--- config.mk ---
export PLATFORM = sky130hd
export DESIGN_NAME = gdf_fault_prot
export DESIGN_NICKNAME = d
export VERILOG_FILES = /design/src/logic/gdf_pkg.sv /design/src/logic/gdf_fault_prot.sv
export SDC_FILE = /design/constraint.sdc
export NUM_CORES = 1
export LEC_CHECK = 0
export BUFFER_PORTS_ARGS = -buffer_cell sky130_fd_sc_hd__buf_2
export CORE_AREA = 2 2 143 145
export DETAILED_ROUTE_END_ITERATION = 8
export DIE_AREA = 0 0 145 147
export PLACE_DENSITY = 0.6
export SLEW_MARGIN = 20
export SYNTH_ARGS = -nofsm -noshare
export SYNTH_HDL_FRONTEND = slang
export SYNTH_SLANG_ARGS = --single-unit
export TNS_END_PERCENT = 5
--- constraint.sdc ---
create_clock -name core_clk -period 3.6 [get_ports core_clk]
set_clock_uncertainty 0.05 [all_clocks]
set_input_delay 0.72 -clock core_clk [delete_from_list [all_inputs] [get_ports core_clk]]
set_output_delay 0.72 -clock core_clk [all_outputs]
set_load 0.1 [all_outputs]
--- src/logic/gdf_pkg.sv ---
// Package: register map, field layouts, timing and types of the fault block
//------------------------------------------------------------------------
// How it works
// - Faults reported within 200 ms
// - Main supply low: gates, pump, logic off
// - Main supply recovery is automatic
// - Logic supply low: everything off, restart after
// - Gate supply low: gates off, pump runs
// - Gate supply: clear command or retry time
// - Bootstrap low: gates off unless disabled
// - Bootstrap: clear command or retry time
// - Drain-source overcurrent: gates off unless disabled
// - Drain-source: clear command or retry time
// - Shunt overcurrent: gates off unless disabled
// - Shunt: clear command or retry time
// - Overtemp: gates off, latched or automatic
// - Current limit qualified by configured deglitch
// - Latched limit: all off or lows on
// - Retry limit: all off or lows on
// - Latched limit sets flags, clear command releases
// - Retry limit clears flags after retry time
// - Report-only limit: flags, fault, gates run
// - Report-only holds until clear and command
// - Modes 1001b-1111b ignore current limit
//------------------------------------------------------------------------
package gdf_pkg;

   // Phase count of the bridge
   localparam int unsigned NPH = 3;

   // Register byte offsets on the bus
   localparam logic [7:0] CFG_OFS  = 8'h00;
   localparam logic [7:0] CMD_OFS  = 8'h04;
   localparam logic [7:0] GSTA_OFS = 8'h08;
   localparam logic [7:0] CSTA_OFS = 8'h0C;

   // Reset value: all latched, limit response ignored
   localparam logic [31:0] CFG_RST   = 32'h0000_9000;
   // Writable configuration bits, reserved bits stay zero
   localparam logic [31:0] CFG_WMASK = 32'h077F_FFFF;
   // Clear-fault bit position in the command word
   localparam int unsigned CLR_BIT   = 0;

   // Configuration word layout
   typedef struct packed {
      logic [4:0] rsv1;
      logic [2:0] retry_time_sel;
      logic       rsv0;
      logic [2:0] hw_current_limit_deglitch;
      logic [3:0] hw_current_limit_threshold;
      logic [3:0] hw_current_limit_response;
      logic [3:0] drain_source_level_sel;
      logic       overtemp_auto_recover;
      logic       shunt_retry_sel;
      logic       shunt_fault_disable;
      logic       drain_source_retry_sel;
      logic       drain_source_fault_disable;
      logic       bootstrap_fault_disable;
      logic       bootstrap_uv_retry_sel;
      logic       gate_supply_uv_retry_sel;
   } gdf_cfg_t;

   // Comparator flags arriving from the analog side
   typedef struct packed {
      logic           main_supply_uv;
      logic           logic_supply_por;
      logic           gate_supply_uv;
      logic [NPH-1:0] bootstrap_uv;
      logic [NPH-1:0] drain_source_hs;
      logic [NPH-1:0] drain_source_ls;
      logic           shunt_oc;
      logic           overtemp_shutdown;
      logic           hw_limit_cmp;
   } gdf_pins_t;

   // Gate-driver fault status word (low bits)
   typedef struct packed {
      logic main_uv;
      logic logic_por;
      logic gate_uv;
      logic boot_uv;
      logic ds_oc;
      logic shunt_oc;
      logic overtemp;
   } gdf_flt_t;

   // Response classes of the current-limit mode field
   typedef enum {IL_OFF, IL_LOW_ON, IL_REPORT, IL_NONE} gdf_il_t;

   // Retry timer states
   typedef enum {RT_IDLE, RT_RUN} gdf_rt_t;

   // Timing base
   localparam int unsigned CLK_NS      = 50;
   localparam int unsigned US_NS       = 1000;
   localparam int unsigned MS_NS       = 1000000;
   localparam int unsigned REPORT_MS   = 200;
   localparam int unsigned US_CYC      = US_NS / CLK_NS;
   localparam int unsigned MS_CYC_DFLT = MS_NS / CLK_NS;

   // Retry time per select code, in ms
   localparam logic [15:0] RETRY_MS [8] = '{
      16'h0064, 16'h00C8, 16'h01F4, 16'h03E8,
      16'h07D0, 16'h0BB8, 16'h1388, 16'h2710};

   // Current-limit deglitch per select code, in us
   localparam logic [7:0] DEG_US [8] = '{
      8'h01, 8'h02, 8'h05, 8'h0A, 8'h14, 8'h32, 8'h64, 8'hC8};

endpackage : gdf_pkg

--- src/logic/gdf_fault_prot.sv ---
// Fault supervision and gate response logic with an APB register slave
//
// The APB interface to the registers and the register addresses were decided locally.
`timescale 1ns/1ns
module gdf_fault_prot #(
   parameter int unsigned MS_CYC = gdf_pkg::MS_CYC_DFLT  // Cycles per ms
) (
   // Clock and reset
   input  wire logic                     core_clk,
   input  wire logic                     rst_n,
   // APB slave
   input  wire logic [7:0]               paddr,
   input  wire logic                     psel,
   input  wire logic                     penable,
   input  wire logic                     pwrite,
   input  wire logic [31:0]              pwdata,
   output      logic                     pready,
   output      logic [31:0]              prdata,
   output      logic                     pslverr,
   // Analog comparator flags, asynchronous
   input  wire gdf_pkg::gdf_pins_t       pins_in,
   // Gate commands from the modulator, same clock
   input  wire logic [gdf_pkg::NPH-1:0]  pwm_hi,
   input  wire logic [gdf_pkg::NPH-1:0]  pwm_lo,
   // Gate driver and supply controls
   output      logic [gdf_pkg::NPH-1:0]  gate_hi,
   output      logic [gdf_pkg::NPH-1:0]  gate_lo,
   output      logic                     charge_pump_en,
   output      logic                     logic_en,
   output      logic                     fault_out_n,
   // Analog threshold selects
   output      logic [3:0]               drain_source_level_sel,
   output      logic [3:0]               hw_current_limit_threshold
);
   import gdf_pkg::*;

   //---------------------------------------------------------------------
   // Helpers
   //---------------------------------------------------------------------

   // Decode of the four-bit current-limit mode field
   function automatic gdf_il_t il_class(input logic [3:0] m);
      gdf_il_t c;
      c = IL_NONE;
      if (m[3]) begin
         c = (m[2:0] == 3'b000) ? IL_REPORT : IL_NONE;
      end else begin
         c = m[1] ? IL_LOW_ON : IL_OFF;
      end
      return c;
   endfunction : il_class

   // Retry flavour of the mode field (01xxb)
   function automatic logic il_retry(input logic [3:0] m);
      return (m[3:2] == 2'b01);
   endfunction : il_retry

   localparam int unsigned MSW = $clog2(MS_CYC + 1);
   localparam int unsigned USW = $clog2(US_CYC + 1);

   //---------------------------------------------------------------------
   // Declarations
   //---------------------------------------------------------------------
   gdf_pins_t        sync1_q;      // First synchroniser stage
   gdf_pins_t        sync2_q;      // Second stage, safe to use
   gdf_cfg_t         cfg_q;        // Configuration register
   logic             clr_q;        // One-cycle clear command
   logic             pready_q;     // Access phase answer
   logic [31:0]      prdata_q;     // Read data
   logic             pslverr_q;    // Unmapped address error
   logic [MSW-1:0]   ms_pre_q;     // Millisecond prescaler
   logic             ms_tick;      // One cycle per ms
   logic [USW-1:0]   us_pre_q;     // Microsecond prescaler
   logic             us_tick;      // One cycle per us
   logic [7:0]       deg_q;        // Limit deglitch count in us
   logic             il_qual_q;    // Limit comparator qualified
   logic [3:0]       lat_q;        // Gate, boot, ds, shunt latches
   logic [3:0]       cond;         // Live qualified conditions
   logic [3:0]       rsel;         // Retry selects per latch
   logic             ot_q;         // Overtemperature latch
   logic             il_q;         // Current-limit event pending
   gdf_il_t          il_act_q;     // Response held for the event
   logic             il_rtry_q;    // Event uses the retry path
   gdf_rt_t          rt_q;         // Retry timer state
   logic [15:0]      rt_cnt_q;     // Remaining retry ms
   logic             rt_done;      // Retry period expired
   logic             rt_elig;      // Something waits for retry
   logic             main_uv;      // Main supply low
   logic             por;          // Logic supply low
   logic             shut;         // All gates forced low
   logic             low_on;       // Low sides forced on
   logic             pend;         // Any reported fault
   logic [NPH-1:0]   hi_q;         // Gate high-side outputs
   logic [NPH-1:0]   lo_q;         // Gate low-side outputs
   logic             pump_q;       // Charge pump enable
   logic             lgc_q;        // Internal logic enable
   logic             fault_n_q;    // Active-low fault pin
   gdf_flt_t         gsta;         // Gate-driver status view
   logic             apb_wr;       // Completing write
   logic             apb_setup;    // Setup phase seen

   //---------------------------------------------------------------------
   // Input synchroniser
   //---------------------------------------------------------------------

   // Two flops per flag; only the second stage feeds logic
   always_ff @(posedge core_clk or negedge rst_n) begin
      if (!rst_n) begin
         sync1_q <= '0;
         sync2_q <= '0;
      end else begin
         sync1_q <= pins_in;
         sync2_q <= sync1_q;
      end
   end

   // Qualified conditions; disable bits suppress detection
   assign main_uv = sync2_q.main_supply_uv;
   assign por     = sync2_q.logic_supply_por;
   assign cond[0] = sync2_q.gate_supply_uv;
   assign cond[1] = (|sync2_q.bootstrap_uv)
                    & ~cfg_q.bootstrap_fault_disable;
   assign cond[2] = (|sync2_q.drain_source_hs
                    | |sync2_q.drain_source_ls)
                    & ~cfg_q.drain_source_fault_disable;
   assign cond[3] = sync2_q.shunt_oc
                    & ~cfg_q.shunt_fault_disable;
   assign rsel    = {cfg_q.shunt_retry_sel,
                     cfg_q.drain_source_retry_sel,
                     cfg_q.bootstrap_uv_retry_sel,
                     cfg_q.gate_supply_uv_retry_sel};

   //---------------------------------------------------------------------
   // APB slave
   //---------------------------------------------------------------------
   assign apb_setup = psel & ~penable;
   assign apb_wr    = psel & penable & pready_q & pwrite;

   // Answer is prepared in setup so access completes in one cycle
   always_ff @(posedge core_clk or negedge rst_n) begin
      if (!rst_n) begin
         pready_q  <= 1'b0;
         prdata_q  <= '0;
         pslverr_q <= 1'b0;
      end else if (apb_setup) begin
         pready_q  <= 1'b1;
         pslverr_q <= 1'b0;
         prdata_q  <= '0;
         unique case (paddr)
            CFG_OFS:  prdata_q <= cfg_q;
            CMD_OFS:  prdata_q <= '0;   // Command bits self-clear
            GSTA_OFS: prdata_q <= {25'h000_0000, gsta};
            CSTA_OFS: prdata_q <= {30'h0000_0000, il_q, il_q};
            default:  pslverr_q <= 1'b1;
         endcase
      end else begin
         pready_q  <= 1'b0;
         pslverr_q <= 1'b0;
      end
   end

   // Configuration register; reserved bits stay zero
   always_ff @(posedge core_clk or negedge rst_n) begin
      if (!rst_n) begin
         cfg_q <= CFG_RST;
      end else if (apb_wr && paddr == CFG_OFS) begin
         cfg_q <= pwdata & CFG_WMASK;
      end
   end

   // Clear command: a single pulse per write, never held
   always_ff @(posedge core_clk or negedge rst_n) begin
      if (!rst_n) begin
         clr_q <= 1'b0;
      end else begin
         clr_q <= apb_wr && paddr == CMD_OFS && pwdata[CLR_BIT];
      end
   end

   //---------------------------------------------------------------------
   // Time bases
   //---------------------------------------------------------------------
   assign ms_tick = (ms_pre_q == MSW'(MS_CYC - 1));
   assign us_tick = (us_pre_q == USW'(US_CYC - 1));

   // Free-running prescalers; retry resolution is one ms
   always_ff @(posedge core_clk or negedge rst_n) begin
      if (!rst_n) begin
         ms_pre_q <= '0;
         us_pre_q <= '0;
      end else begin
         ms_pre_q <= ms_tick ? '0 : ms_pre_q + MSW'(1);
         us_pre_q <= us_tick ? '0 : us_pre_q + USW'(1);
      end
   end

   //---------------------------------------------------------------------
   // Current-limit deglitch
   //---------------------------------------------------------------------

   // Comparator must stay high for the selected time; a drop restarts
   always_ff @(posedge core_clk or negedge rst_n) begin
      if (!rst_n) begin
         deg_q     <= '0;
         il_qual_q <= 1'b0;
      end else if (!sync2_q.hw_limit_cmp) begin
         deg_q     <= '0;
         il_qual_q <= 1'b0;
      end else if (deg_q >= DEG_US[cfg_q.hw_current_limit_deglitch]) begin
         il_qual_q <= 1'b1;
      end else if (us_tick) begin
         deg_q <= deg_q + 8'h01;
      end
   end

   //---------------------------------------------------------------------
   // Retry timer
   //---------------------------------------------------------------------

   // Waits while any retry-mode fault has cleared or a limit retries
   assign rt_elig = (|(lat_q & rsel & ~cond)) | (il_q & il_rtry_q);
   assign rt_done = (rt_q == RT_RUN) && ms_tick && (rt_cnt_q == '0);

   // Restarts whenever nothing waits, so the first fault to wait gets the full time
   // A fault that joins a running timer shares its remaining time
   always_ff @(posedge core_clk or negedge rst_n) begin
      if (!rst_n) begin
         rt_q     <= RT_IDLE;
         rt_cnt_q <= '0;
      end else begin
         unique case (rt_q)
            RT_IDLE: begin
               if (rt_elig) begin
                  rt_q     <= RT_RUN;
                  rt_cnt_q <= RETRY_MS[cfg_q.retry_time_sel] - 16'h0001;
               end
            end
            RT_RUN: begin
               if (!rt_elig || rt_done) begin
                  rt_q <= RT_IDLE;
               end else if (ms_tick) begin
                  rt_cnt_q <= rt_cnt_q - 16'h0001;
               end
            end
         endcase
      end
   end

   //---------------------------------------------------------------------
   // Fault latches
   //---------------------------------------------------------------------

   // Gate, bootstrap, drain-source and shunt share one recovery scheme
   for (genvar i = 0; i < 4; i++) begin : g_lat
      always_ff @(posedge core_clk or negedge rst_n) begin
         if (!rst_n) begin
            lat_q[i] <= 1'b0;
         end else if (por) begin
            lat_q[i] <= 1'b0;             // Logic held inactive
         end else if (cond[i]) begin
            lat_q[i] <= 1'b1;             // Set wins over the clear command and retry expiry; por still wins over set
         end else if (rsel[i] ? rt_done : clr_q) begin
            lat_q[i] <= 1'b0;
         end
      end
   end

   // Overtemperature: automatic or needs the clear command
   always_ff @(posedge core_clk or negedge rst_n) begin
      if (!rst_n) begin
         ot_q <= 1'b0;
      end else if (por) begin
         ot_q <= 1'b0;
      end else if (sync2_q.overtemp_shutdown) begin
         ot_q <= 1'b1;
      end else if (cfg_q.overtemp_auto_recover || clr_q) begin
         ot_q <= 1'b0;
      end
   end

   // Current-limit event; response is frozen at the event
   // A comparator still high after the retry time sets it again
   always_ff @(posedge core_clk or negedge rst_n) begin
      if (!rst_n) begin
         il_q      <= 1'b0;
         il_act_q  <= IL_NONE;
         il_rtry_q <= 1'b0;
      end else if (por) begin
         il_q      <= 1'b0;
         il_act_q  <= IL_NONE;
      end else if (il_qual_q
                   && il_class(cfg_q.hw_current_limit_response) != IL_NONE)
      begin
         il_q      <= 1'b1;
         il_act_q  <= il_class(cfg_q.hw_current_limit_response);
         il_rtry_q <= il_retry(cfg_q.hw_current_limit_response);
      end else if (il_q && il_rtry_q && rt_done) begin
         il_q      <= 1'b0;
      end else if (il_q && !il_rtry_q && clr_q
                   && !sync2_q.hw_limit_cmp) begin
         il_q      <= 1'b0;
      end
   end

   //---------------------------------------------------------------------
   // Response and outputs
   //---------------------------------------------------------------------

   // Report-only events leave the gates alone
   assign shut   = main_uv | por | (|lat_q) | ot_q
                   | (il_q && il_act_q == IL_OFF);
   assign low_on = il_q && il_act_q == IL_LOW_ON;
   assign pend   = main_uv | por | (|lat_q) | ot_q | il_q;

   assign gsta = '{main_uv:   main_uv,
                   logic_por: por,
                   gate_uv:   lat_q[0],
                   boot_uv:   lat_q[1],
                   ds_oc:     lat_q[2],
                   shunt_oc:  lat_q[3],
                   overtemp:  ot_q};

   // Gate drive: shutdown beats low-side clamp beats modulator;
   // reporting takes a few cycles, well inside the allowed latency
   always_ff @(posedge core_clk or negedge rst_n) begin
      if (!rst_n) begin
         hi_q <= '0;
         lo_q <= '0;
      end else if (shut) begin
         hi_q <= '0;
         lo_q <= '0;
      end else if (low_on) begin
         hi_q <= '0;
         lo_q <= '1;
      end else begin
         hi_q <= pwm_hi;
         lo_q <= pwm_lo;
      end
   end

   // Supplies follow the live supply flags with no clear needed
   always_ff @(posedge core_clk or negedge rst_n) begin
      if (!rst_n) begin
         pump_q <= 1'b0;
         lgc_q  <= 1'b0;
      end else begin
         pump_q <= ~(main_uv | por);
         lgc_q  <= ~(main_uv | por);
      end
   end

   // Fault pin low while anything is pending
   always_ff @(posedge core_clk or negedge rst_n) begin
      if (!rst_n) begin
         fault_n_q <= 1'b1;
      end else begin
         fault_n_q <= ~pend;
      end
   end

   // Every port is a flop or a stored field; no logic on the way out
   assign pready                     = pready_q;
   assign prdata                     = prdata_q;
   assign pslverr                    = pslverr_q;
   assign gate_hi                    = hi_q;
   assign gate_lo                    = lo_q;
   assign charge_pump_en             = pump_q;
   assign logic_en                   = lgc_q;
   assign fault_out_n                = fault_n_q;
   assign drain_source_level_sel     = cfg_q.drain_source_level_sel;
   assign hw_current_limit_threshold = cfg_q.hw_current_limit_threshold;

endmodule : gdf_fault_prot

==> results of run 1 <==
-- synth_stat cells, types with 2 or more instances --
| cell | instances |
|---|---|
| a21oi_1 | 20 |
| o21ai_0 | 35 |
| o21a_1 | 2 |
| and4bb_2 | 2 |
| and2_1 | 5 |
| mux2i_1 | 14 |
| o21ai_1 | 2 |
| nor3_1 | 12 |
| clkbuf_1 | 12 |
| inv_1 | 15 |
| or2_2 | 3 |
| clkinv_1 | 2 |
| dfrtp_1 | 143 |
| xnor2_1 | 18 |
| ha_1 | 22 |
| nor3b_1 | 5 |
| nand4_1 | 5 |
| nor4b_1 | 4 |
| buf_2 | 4 |
| o2bb2ai_1 | 2 |
| mux2_2 | 22 |
| o221ai_1 | 4 |
| or3_1 | 6 |
| nand2_1 | 64 |
| xor2_1 | 9 |
| nand2b_1 | 8 |
| nor2_1 | 37 |
| buf_6 | 5 |
| o31ai_1 | 7 |
| nor4_1 | 11 |
| and4_1 | 2 |
| nand3b_1 | 4 |
| and3_1 | 7 |
| a22oi_1 | 2 |
| nand3_1 | 10 |
| a22o_1 | 20 |
| o211ai_1 | 3 |
| o21bai_1 | 2 |
| dfstp_2 | 5 |
| nor4_2 | 5 |
| buf_4 | 16 |
| nor2b_1 | 10 |
-- cells by family (layout without fill, tap and decap cells) --
group           Yosys count  in the layout  synth area share
flops                   148            148             0.546
compound gates          110            110             0.109
simple gates            208            208             0.167
buf+inv                  55            167            0.0454
mux                      36             36            0.0570
other cells               1              6          0.000551
fa+ha+maj                22             22            0.0405
xor+xnor                 27             27            0.0348
-- final cells by class --
class                           instances  area [um^2]  share of cell area
Tap cell                              270          338              0.0414
Timing Repair Buffer                  118          644              0.0789
Sequential cell                       148         3710               0.454
Multi-Input combinational cell        409         2820               0.345
Inverter                               17         63.8             0.00782
Clock buffer                           17          425              0.0521
Clock inverter                         15          166              0.0204
-- cell usage in the layout, fill, tap and decap left out, drive strengths merged, types with 3 or more instances in the layout --
cell	n
nand3	10
nor3	13
nand2b	8
nand2	64
o21ai	37
nor2	37
a21oi	20
and2	6
clkinv	9
or3	6
dfstp	5
o211ai	3
xnor2	18
nand3b	4
mux2	22
o221ai	4
nor3b	6
ha	22
nor4	17
or2	4
dfrtp	143
mux2i	14
and3	7
and4	3
inv	22
buf	118
a22o	20
nand4	5
nor2b	10
o31ai	7
xor2	9
conb	6
clkbuf	17
nor4b	5
-- worst max-delay path by stage --
stage,endpoint,slack [ns],depth (start not counted)
after floorplan,rt_cnt_q[12],1.09,11
after global placement,drain_source_level_sel[1],0.87,6
after detailed placement,rt_cnt_q[12],0.86,8
after CTS,rt_cnt_q[13],0.86,8
after global routing,rt_cnt_q[12],0.65,8
final,rt_cnt_q[12],0.84,8
-- where the power goes --
group	total, mW	switching, mW	internal, mW
clock	1.73	0.800	0.929
sequential	1.71	0.0209	1.69
combinational	0.184	0.134	0.0501
total	3.63	0.955	2.67
-- sequential cells by signal, indices dropped and copies added (netlist names), 5 cells and up --
signal	flops
rt_cnt_q	16
sync2_q	12
ms_pre_q	15
prdata	26
us_pre_q	5
sync1_q	15
cfg_q	18
deg_q	8
-- metal layers --
metal | part of all wire | vias up | track usage
li1 | - | 2343 | -
met1 | 0.47 | 2259 | 0.189
met2 | 0.48 | 87 | 0.232
met3 | 0.040 | 20 | 0.0339
met4 | 0.018 | 2 | 0.0559
met5 | 0.00088 | - | 0
==> flow_summary_export.csv, run 1 <==
group,metric,value,unit
clock_tree,cts_setup_buffers,0,
finish,area_growth,20.0,%
worst_setup_path,startpoint,"cfg_q[25]",
timing,relSlewSlack,0.323,
power,power,3.63,mW
place,port_buffers,104,
global_route,grt_pass1_vias,4630,
worst_setup_path,cp-end-kind,"register",
worst_setup_path,cp-start-kind,"register",
power,power_density,444,nW/um^2
finish,utilization,0.411,
route,dr.pass1.iters,4,
clock_tree,cts_inserted_buffers,17,
finish,final_cells,994,
timing,fin_ws,0.841,ns
job,maxCapViolCount,0,
global_route,grt_max_degree,79,
floorplan,initial_core_util,0.343,
timing,fin_crit_sh,0.766,
worst_setup_path,ff2ff_setup_slack,0.84,ns
finish,nets,799,
clock_tree,clk_pin_slew,0.06,ns
timing,whs,0.256,ns
clock_tree,cts-root-buf,"clkbuf_16",
timing,fin_tns_setup,0,ns
worst_setup_path,timing.rr.end,"rt_cnt_q[12]",
place,globalplace.congestion,0.811,
route,routedWlPerCell,14.9,um
clock_tree,cts_hold_buf,0,
floorplan,fp.dieH,147,um
timing,tightest_slew,1.01,ns
place,place_ws,0.860,ns
floorplan,die_area,21300,um^2
clock_tree,clkSinkCount,148,
global_route,grt_usage,0.144,
route,antenna_left,0,
floorplan,rows,52,
floorplan,coreArea,19800,um^2
finish,layout-drive-gt1-share,0.269,
worst_setup_path,crit_family,"compound AO/OA/AOI/OAI gates",
worst_setup_path,slowest_delay,0.73,ns
global_route,overflow,0,
floorplan,die_x,145,um
yosys,yosys_warnings,0,
yosys,yosysTopAreaCell,"dfrtp_1",
clock_tree,cts_tree,"yes",
yosys,synth_edf_count,0,
yosys,netlist_instances,607,
timing,finalCriticalPeriod,2.76,ns
place,dpl.cell_count,962,
place,dp_hpwl,10.4,mm
worst_setup_path,rr_startpoint,"cfg_q[25]",
yosys,synthTopCellsByArea,"dfrtp_1 53%, ha_1 4.0%, mux2_2 3.6%, nand2_1 3.5%, a22o_1 2.6%",
power,leakage,3.84,nW
finish,fin_area,8160,um^2
worst_setup_path,r2r_cells,8,
route,vias,4711,
worst_setup_path,required,3.85,ns
hold_path,min_path_type,"primary input to async pin",
worst_setup_path,cp_slowest_cell,"o31ai_1",
yosys,synth-async-reset-ratio,1.00,
timing,slew_viol_final,0,
worst_setup_path,arrival,3.01,ns
route,via_per_inst,4.74,
yosys,yosys_register_bits,148,
global_route,grt_pass1_wl,24.3,mm
timing,rsz0062_at_grt,"false",
clock_tree,cts_resized,0,
timing,fmax,363,MHz
yosys,yosys.area.top_type_share,0.526,
clock_tree,cts.path.max_buffers,2,
finish,fill_cells,1923,
clock_tree,clock_latency,0.43,ns
yosys,yosysSeqAreaShare,0.546,
timing,setup_viol,0,
place,place_area,7570,um^2
yosys,yosysUniqueCellTypes,63,
yosys,synth_ff_type,"dfrtp_1",
timing,hold_violations,0,
clock_tree,htreeDepth,4,
yosys,syn_area,6800,um^2
power,ir_drop,0.311,mV
route,drt-initial-drc-count,336,
status,status,"finished clean",
global_route,antenna_found_initial,1,
finish,antenna_cells,0,
yosys,avgSynthCellArea,11.2,um^2
worst_setup_path,crit_type,"register to register",
worst_setup_path,crit_chain,"inv_1 -> ha_1 -> nor2b_1 -> o31ai_1 -> nor4_2 -> xor2_1 -> nor3_1 -> or3_1",
worst_setup_path,path_max_fanout,7,
route,wl,14.8,mm
worst_setup_path,worstPathBufferInverterCount,1,
floorplan,io_pins,117,
route,remaining_drc_errors,0,
Power figures use the tool's default switching activity.
==> run 2: changes to the inputs <==
--- a/config.mk
+++ b/config.mk
@@ -5,11 +5,12 @@
 export SDC_FILE = /design/constraint.sdc
 export NUM_CORES = 1
 export LEC_CHECK = 0
+export ABC_AREA = 1
 export BUFFER_PORTS_ARGS = -buffer_cell sky130_fd_sc_hd__buf_2
-export CORE_AREA = 2 2 143 145
+export CORE_AREA = 2 2 146 148
 export DETAILED_ROUTE_END_ITERATION = 8
-export DIE_AREA = 0 0 145 147
-export PLACE_DENSITY = 0.6
+export DIE_AREA = 0 0 148 150
+export PLACE_DENSITY = 0.62
 export SLEW_MARGIN = 20
 export SYNTH_ARGS = -nofsm -noshare
 export SYNTH_HDL_FRONTEND = slang
==> constraint.sdc (replaced) <==
create_clock -name core_clk -period 2.4 [get_ports core_clk]
set_clock_uncertainty 0.05 [all_clocks]
set_input_delay 0.48 -clock core_clk [delete_from_list [all_inputs] [get_ports core_clk]]
set_output_delay 0.48 -clock core_clk [all_outputs]
set_load 0.1 [all_outputs]
==> run 2 against run 1 <==
  * Non-clock buffer count grew 4
  * Sequential share of layout area decreased by 1.9 points
  * Cell area grew 4.4%
  * Wire length grew 5.5%
==> flow_summary_export.csv, run 2 <==
group,metric,value,unit
power,ir_drop,0.458,mV
clock_tree,cts_tree,"yes",
global_route,grt_usage,0.148,
timing,slew_viol_final,0,
yosys,netlist_instances,818,
power,leakage,4.46,nW
timing,whs,0.107,ns
worst_setup_path,crit_type,"register to register",
clock_tree,cts.path.max_buffers,2,
global_route,grt_pass1_wl,26.2,mm
yosys,yosys_register_bits,148,
timing,relSlewSlack,0.656,
yosys,synth_commonest_cells,"189 x nand2_1, 143 x dfrtp_1, 104 x nor2_1, 87 x inv_1, 54 x nand3_1",
finish,area_growth,20.2,%
timing,tightest_slew,0.516,ns
worst_setup_path,cp_slowest_cell,"dfrtp_1",
finish,layout_common_cells,"188 x nand2_1, 143 x dfrtp_1, 104 x nor2_1",
power,intPower,4.24,mW
place,port_buffers,104,
global_route,overflow,0,
yosys,yosys_warnings,0,
route,vias,5550,
route,routedWlPerCell,12.8,um
worst_setup_path,cp-end-kind,"register",
timing,setup_viol,0,
floorplan,initial_core_util,0.343,
place,dpl.cell_count,1186,
finish,fill_cells,2066,
route,dr.pass1.iters,5,
finish,layout-drive-gt1-share,0.213,
finish,largest_reg_flops,26,
worst_setup_path,slowest_delay,0.35,ns
power,power_density,669,nW/um^2
yosys,synth_most_common_cell,"nand2_1",
yosys,synthTopCellsByArea,"dfrtp_1 50%, nand2_1 10%, nor2_1 5.5%, inv_1 4.6%, ha_1 3.9%",
route,antenna_left,0,
power,seq_power_share,0.458,
job,maxCapViolCount,0,
floorplan,die_area,22200,um^2
power,netSwitchingPower,1.46,mW
timing,fin_crit_sh,0.926,
status,status,"finished clean",
yosys,synth_ff_type,"dfrtp_1",
timing,finalCriticalPeriod,2.22,ns
finish,nets,1019,
clock_tree,htreeDepth,4,
yosys,avgSynthCellArea,8.67,um^2
worst_setup_path,required,2.71,ns
clock_tree,cts-root-buf,"clkbuf_16",
floorplan,io_pins,117,
clock_tree,clk_pin_slew,0.07,ns
global_route,antenna_found_initial,1,
finish,final_cells,1218,
power,p_sw_frac,0.257,
hold_path,min_path_type,"primary input to register",
yosys,yosysTopAreaCell,"dfrtp_1",
floorplan,fp.dieH,150,um
place,dp_hpwl,11.2,mm
timing,fmax,450,MHz
worst_setup_path,crit_chain,"inv_1 -> ha_1 -> or2_2 -> ha_1 -> a21oi_1 -> o21a_1 -> nand3_2 -> buf_4 -> nor2_1 -> nand2_1 -> nand2_1",
worst_setup_path,arrival,2.53,ns
route,drt-initial-drc-count,334,
power,clockPowerShare,0.470,
yosys,yosysUniqueCellTypes,45,
floorplan,coreArea,20700,um^2
yosys,synth_edf_count,0,
power,power_frac_comb,0.072,
yosys,yosys.area.top_type_share,0.505,
finish,final_common_cell,"nand2_1",
route,remaining_drc_errors,0,
clock_tree,cts_inserted_buffers,17,
global_route,grt_max_degree,52,
worst_setup_path,path_max_fanout,5,
worst_setup_path,cp-start-kind,"register",
clock_tree,clock_latency,0.43,ns
place,globalplace.congestion,0.857,
clock_tree,clkSinkCount,148,
yosys,synth-async-reset-ratio,1.00,
timing,hold_violations,0,
route,wl,15.6,mm
finish,antenna_cells,0,
yosys,yosysSeqAreaShare,0.523,
route,via_per_inst,4.56,
floorplan,rows,53,
global_route,grt_pass1_vias,5397,
floorplan,die_x,148,um
yosys,syn_area,7090,um^2
## run 2: cell count changes after synthesis, sizes merged, moves of 10 or more
cell and delta:
nor2b -10, mux2 -22, nand2 +136, nor2 +79, nand3 +47, mux2i -14
xnor2 -16, nor4 -14, a21oi +23, inv +78, a22o -20, o31ai +10
## run 2: logic make-up (layout without fill, tap and decap cells)
group / Yosys count / in the layout / share of synthesized area
AOI/OAI and AO/OA: 102 / 102 / 0.0865
xor gates and xnor gates: 12 / 12 / 0.0148
DFF: 148 / 148 / 0.523
adders and majority gates: 22 / 22 / 0.0388
other: 1 / 6 / 0.000529
buffers and inverters: 128 / 248 / 0.0840
and+or+nand+nor: 405 / 405 / 0.252
## run 2: stage by stage
step	util	setup TNS [ns]	area, um^2	total power, mW	worst slack (ns)
3_5_place_dp	0.382	0	7910	3.07	0.167
6_report	0.412	0	8520	5.70	0.177
5_1_grt	0.412	-0.000970	8520	5.93	-0.000970
3_3_place_gp	0.382	0	7910	3.06	0.216
4_1_cts	0.412	0	8520	5.77	0.162
2_1_floorplan	-	0	7110	2.91	0.177
## run 2: final timing paths
kind                             startpoint                       endpoint  slack (ns)  cells past startpoint
worst min-delay path            pins_in[11]                    sync1_q[11]        0.11                      1
max in group asynchronous             rst_n                     prdata[25]        1.12                      3
worst max-delay path              cfg_q[20]                       deg_q[0]        0.18                     11
worst max register to register    cfg_q[20]                       deg_q[0]        0.18                     11
min in group asynchronous             rst_n  hw_current_limit_threshold[1]        0.52                      2
worst min register to register   sync1_q[0]                     sync2_q[0]        0.30                      0
## run 2: cell type report
| cell class | instances | area [um^2] | area share |
|---|---|---|---|
| Tap cell | 275 | 344 | 0.0404 |
| Clock buffer | 17 | 425 | 0.0499 |
| Sequential cell | 148 | 3710 | 0.435 |
| Timing Repair Buffer | 122 | 702 | 0.0823 |
| Multi-Input combinational cell | 547 | 2810 | 0.330 |
| Inverter | 95 | 364 | 0.0427 |
| Clock inverter | 14 | 168 | 0.0197 |
## run 2: worst max-delay path, delay by kind of cell, from the launching register on
family | cells | cell delay (ns)
fa+ha+maj | 2 | 0.57
simple gates | 5 | 0.65
buf+inv | 2 | 0.23
flops | 1 | 0.35
compound gates | 2 | 0.31
## run 2: timing repair
item | 4_1_cts | 5_1_grt
endpoints found under the hold margin | 48 | 0
hold buffers | 1 | 0
endpoints found under the setup margin | 0 | 4
buffers inserted | 0 | 0
gates resized for setup | 0 | 2
## run 2: layer usage
layer / vias to the layer above / part of all wire / GRT usage
met1: 2562 / 0.48 / 0.198
met2: 142 / 0.45 / 0.239
li1: 2825 / - / -
met3: 19 / 0.056 / 0.0357
met5: - / 0.0012 / 0
met4: 2 / 0.014 / 0.0471
## run 2: power groups by stage
stage	logic, mW	registers, mW	clock network (mW)
4_1_cts	0.414	2.61	2.75
6_report	0.409	2.61	2.68
2_1_floorplan	0.208	2.70	0
3_5_place_dp	0.412	2.66	0
3_3_place_gp	0.409	2.65	0
5_1_grt	0.459	2.62	2.86
==> run 3: changes to the inputs <==
--- a/config.mk
+++ b/config.mk
@@ -7,10 +7,13 @@
 export LEC_CHECK = 0
 export ABC_AREA = 1
 export BUFFER_PORTS_ARGS = -buffer_cell sky130_fd_sc_hd__buf_2
+export CELL_PAD_IN_SITES_DETAIL_PLACEMENT = 1
+export CELL_PAD_IN_SITES_GLOBAL_PLACEMENT = 1
 export CORE_AREA = 2 2 146 148
 export DETAILED_ROUTE_END_ITERATION = 8
 export DIE_AREA = 0 0 148 150
-export PLACE_DENSITY = 0.62
+export HOLD_SLACK_MARGIN = 0.06
+export PLACE_DENSITY = 0.7
 export SLEW_MARGIN = 20
 export SYNTH_ARGS = -nofsm -noshare
 export SYNTH_HDL_FRONTEND = slang
==> run 3 against run 2 <==
  * Clock power is 1% higher
  * Combinational power is 3% higher
  * First-iteration DRC count is 32% lower
  * Critical path depth stayed put
  * Via count is 3.6% higher
  * Register-to-register slack worse by 0.03 ns
  * Maximum frequency is 1.4% lower
  * Core utilization hardly changed
  * Wire length is 14% higher
  * Largest power group unchanged
==> flow_summary_export.csv, run 3 (synthesized netlist as in run 2, its figures left out) <==
group,metric,value,unit
route,remaining_drc_errors,0,
worst_setup_path,slowest_delay,0.38,ns
worst_setup_path,cp-end-kind,"register",
worst_setup_path,crit_type,"register to register",
clock_tree,cts_setup_buffers,0,
timing,tightest_slew,0.553,ns
clock_tree,cts.path.max_buffers,2,
place,dp_hpwl,12.9,mm
floorplan,io_pins,117,
finish,final_cells,1221,
worst_setup_path,cp_slowest_cell,"dfrtp_1",
clock_tree,cts-root-buf,"clkbuf_16",
global_route,grt_usage,0.170,
route,wl,17.8,mm
clock_tree,cts_tree,"yes",
finish,largest_reg_flops,26,
power,power,5.75,mW
finish,final_common_cell,"nand2_1",
worst_setup_path,crit_family,"simple AND/OR/NAND/NOR gates",
global_route,antenna_found_initial,1,
floorplan,die_x,148,um
finish,layout_common_cells,"188 x nand2_1, 143 x dfrtp_1, 103 x nor2_1, 103 x buf_2, 87 x inv_1",
route,routedWlPerCell,14.6,um
power,ir_drop,0.483,mV
route,vias,5749,
floorplan,coreArea,20700,um^2
worst_setup_path,cp-start-kind,"register",
timing,setup_viol,0,
clock_tree,cts_inserted_buffers,17,
place,port_buffers,104,
clock_tree,clock_latency,0.43,ns
worst_setup_path,path_max_fanout,5,
route,antenna_left,0,
timing,slew_viol_final,0,
floorplan,rows,53,
global_route,grt_util_met2,0.280,
power,power_density,674,nW/um^2
global_route,grt_pass1_vias,6165,
global_route,grt_max_degree,50,
floorplan,initial_core_util,0.343,
status,status,"finished clean",
place,place_ws,0.101,ns
timing,hold_violations,0,
power,leakage,4.46,nW
route,drt-initial-drc-count,228,
timing,finalCriticalPeriod,2.25,ns
route,via_per_inst,4.71,
timing,fin_crit_sh,0.939,
clock_tree,htreeDepth,4,
worst_setup_path,arrival,2.57,ns
place,dpl.cell_count,1187,
place,globalplace.congestion,0.865,
finish,area_growth,20.3,%
clock_tree,clk_pin_slew,0.07,ns
timing,relSlewSlack,0.632,
floorplan,fp.dieH,150,um
global_route,use_met3,0.0473,
global_route,grt_use_met1,0.219,
worst_setup_path,worstPathBufferInverterCount,2,
timing,fmax,444,MHz
worst_setup_path,required,2.72,ns
clock_tree,clkSinkCount,148,
worst_setup_path,crit_chain,"inv_1 -> ha_1 -> or2_2 -> ha_1 -> a21oi_2 -> o21a_1 -> nand3_2 -> buf_4 -> nor2_2 -> nand2_1 -> nand2_1",
finish,nets,1020,
timing,fin_ws,0.146,ns
global_route,overflow,0,
job,maxCapViolCount,0,
hold_path,min_path_type,"primary input to register",
global_route,grt.busiest_layer,"met2",
global_route,grt_pass1_wl,30.0,mm
floorplan,die_area,22200,um^2
finish,layout-drive-gt1-share,0.217,
route,dr.pass1.iters,4,
run 3: final timing paths:
path	startpoint	end	slack, ns	cells after the start
worst max-delay path	cfg_q[20]	deg_q[1]	0.15	11
worst min-delay path	pins_in[5]	sync1_q[5]	0.10	1
worst max register to register	cfg_q[20]	deg_q[1]	0.15	11
worst min register to register	sync1_q[2]	sync2_q[2]	0.30	0
max in group asynchronous	rst_n	il_act_q[1]	1.07	3
min in group asynchronous	rst_n	drain_source_level_sel[3]	0.51	2
run 3: cell type report:
type	count	area, um^2
Inverter	95	364
Sequential cell	148	3710
Tap cell	275	344
Timing Repair Buffer	123	697
Clock buffer	17	425
Clock inverter	15	173
Antenna cell	1	2.50
Fill cell	2528	12200
Multi-Input combinational cell	547	2820
run 3: per-stage QoR:
step                      TNS (ns)  hold slack (ns)  utilization  area [um^2]
after floorplan                  0            0.134            -         7110
after global placement           0            0.282        0.382         7910
after detailed placement         0            0.286        0.382         7910
after CTS                        0           0.0815        0.412         8520
after global routing       -0.0109           0.0778        0.412         8530
final                            0            0.100        0.412         8530
run 3: where the power goes:
part	internal, mW	leakage, nW	switching (mW)
combinational	0.113	2.33	0.307
sequential	2.57	1.84	0.0443
clock	1.50	0.297	1.22
run 3: repair_timing:
item / 4_1_cts / 5_1_grt
endpoints found under the hold margin: 45 / 0
hold buffers: 1 / 0
endpoints found under the setup margin: 0 / 8
resized for setup: 0 / 4
run 3: layer usage:
metal  wire length, um  share of wire
met1              8010           0.45
met2              8640           0.49
met3               896          0.050
met4               223          0.013
met5                 0              0
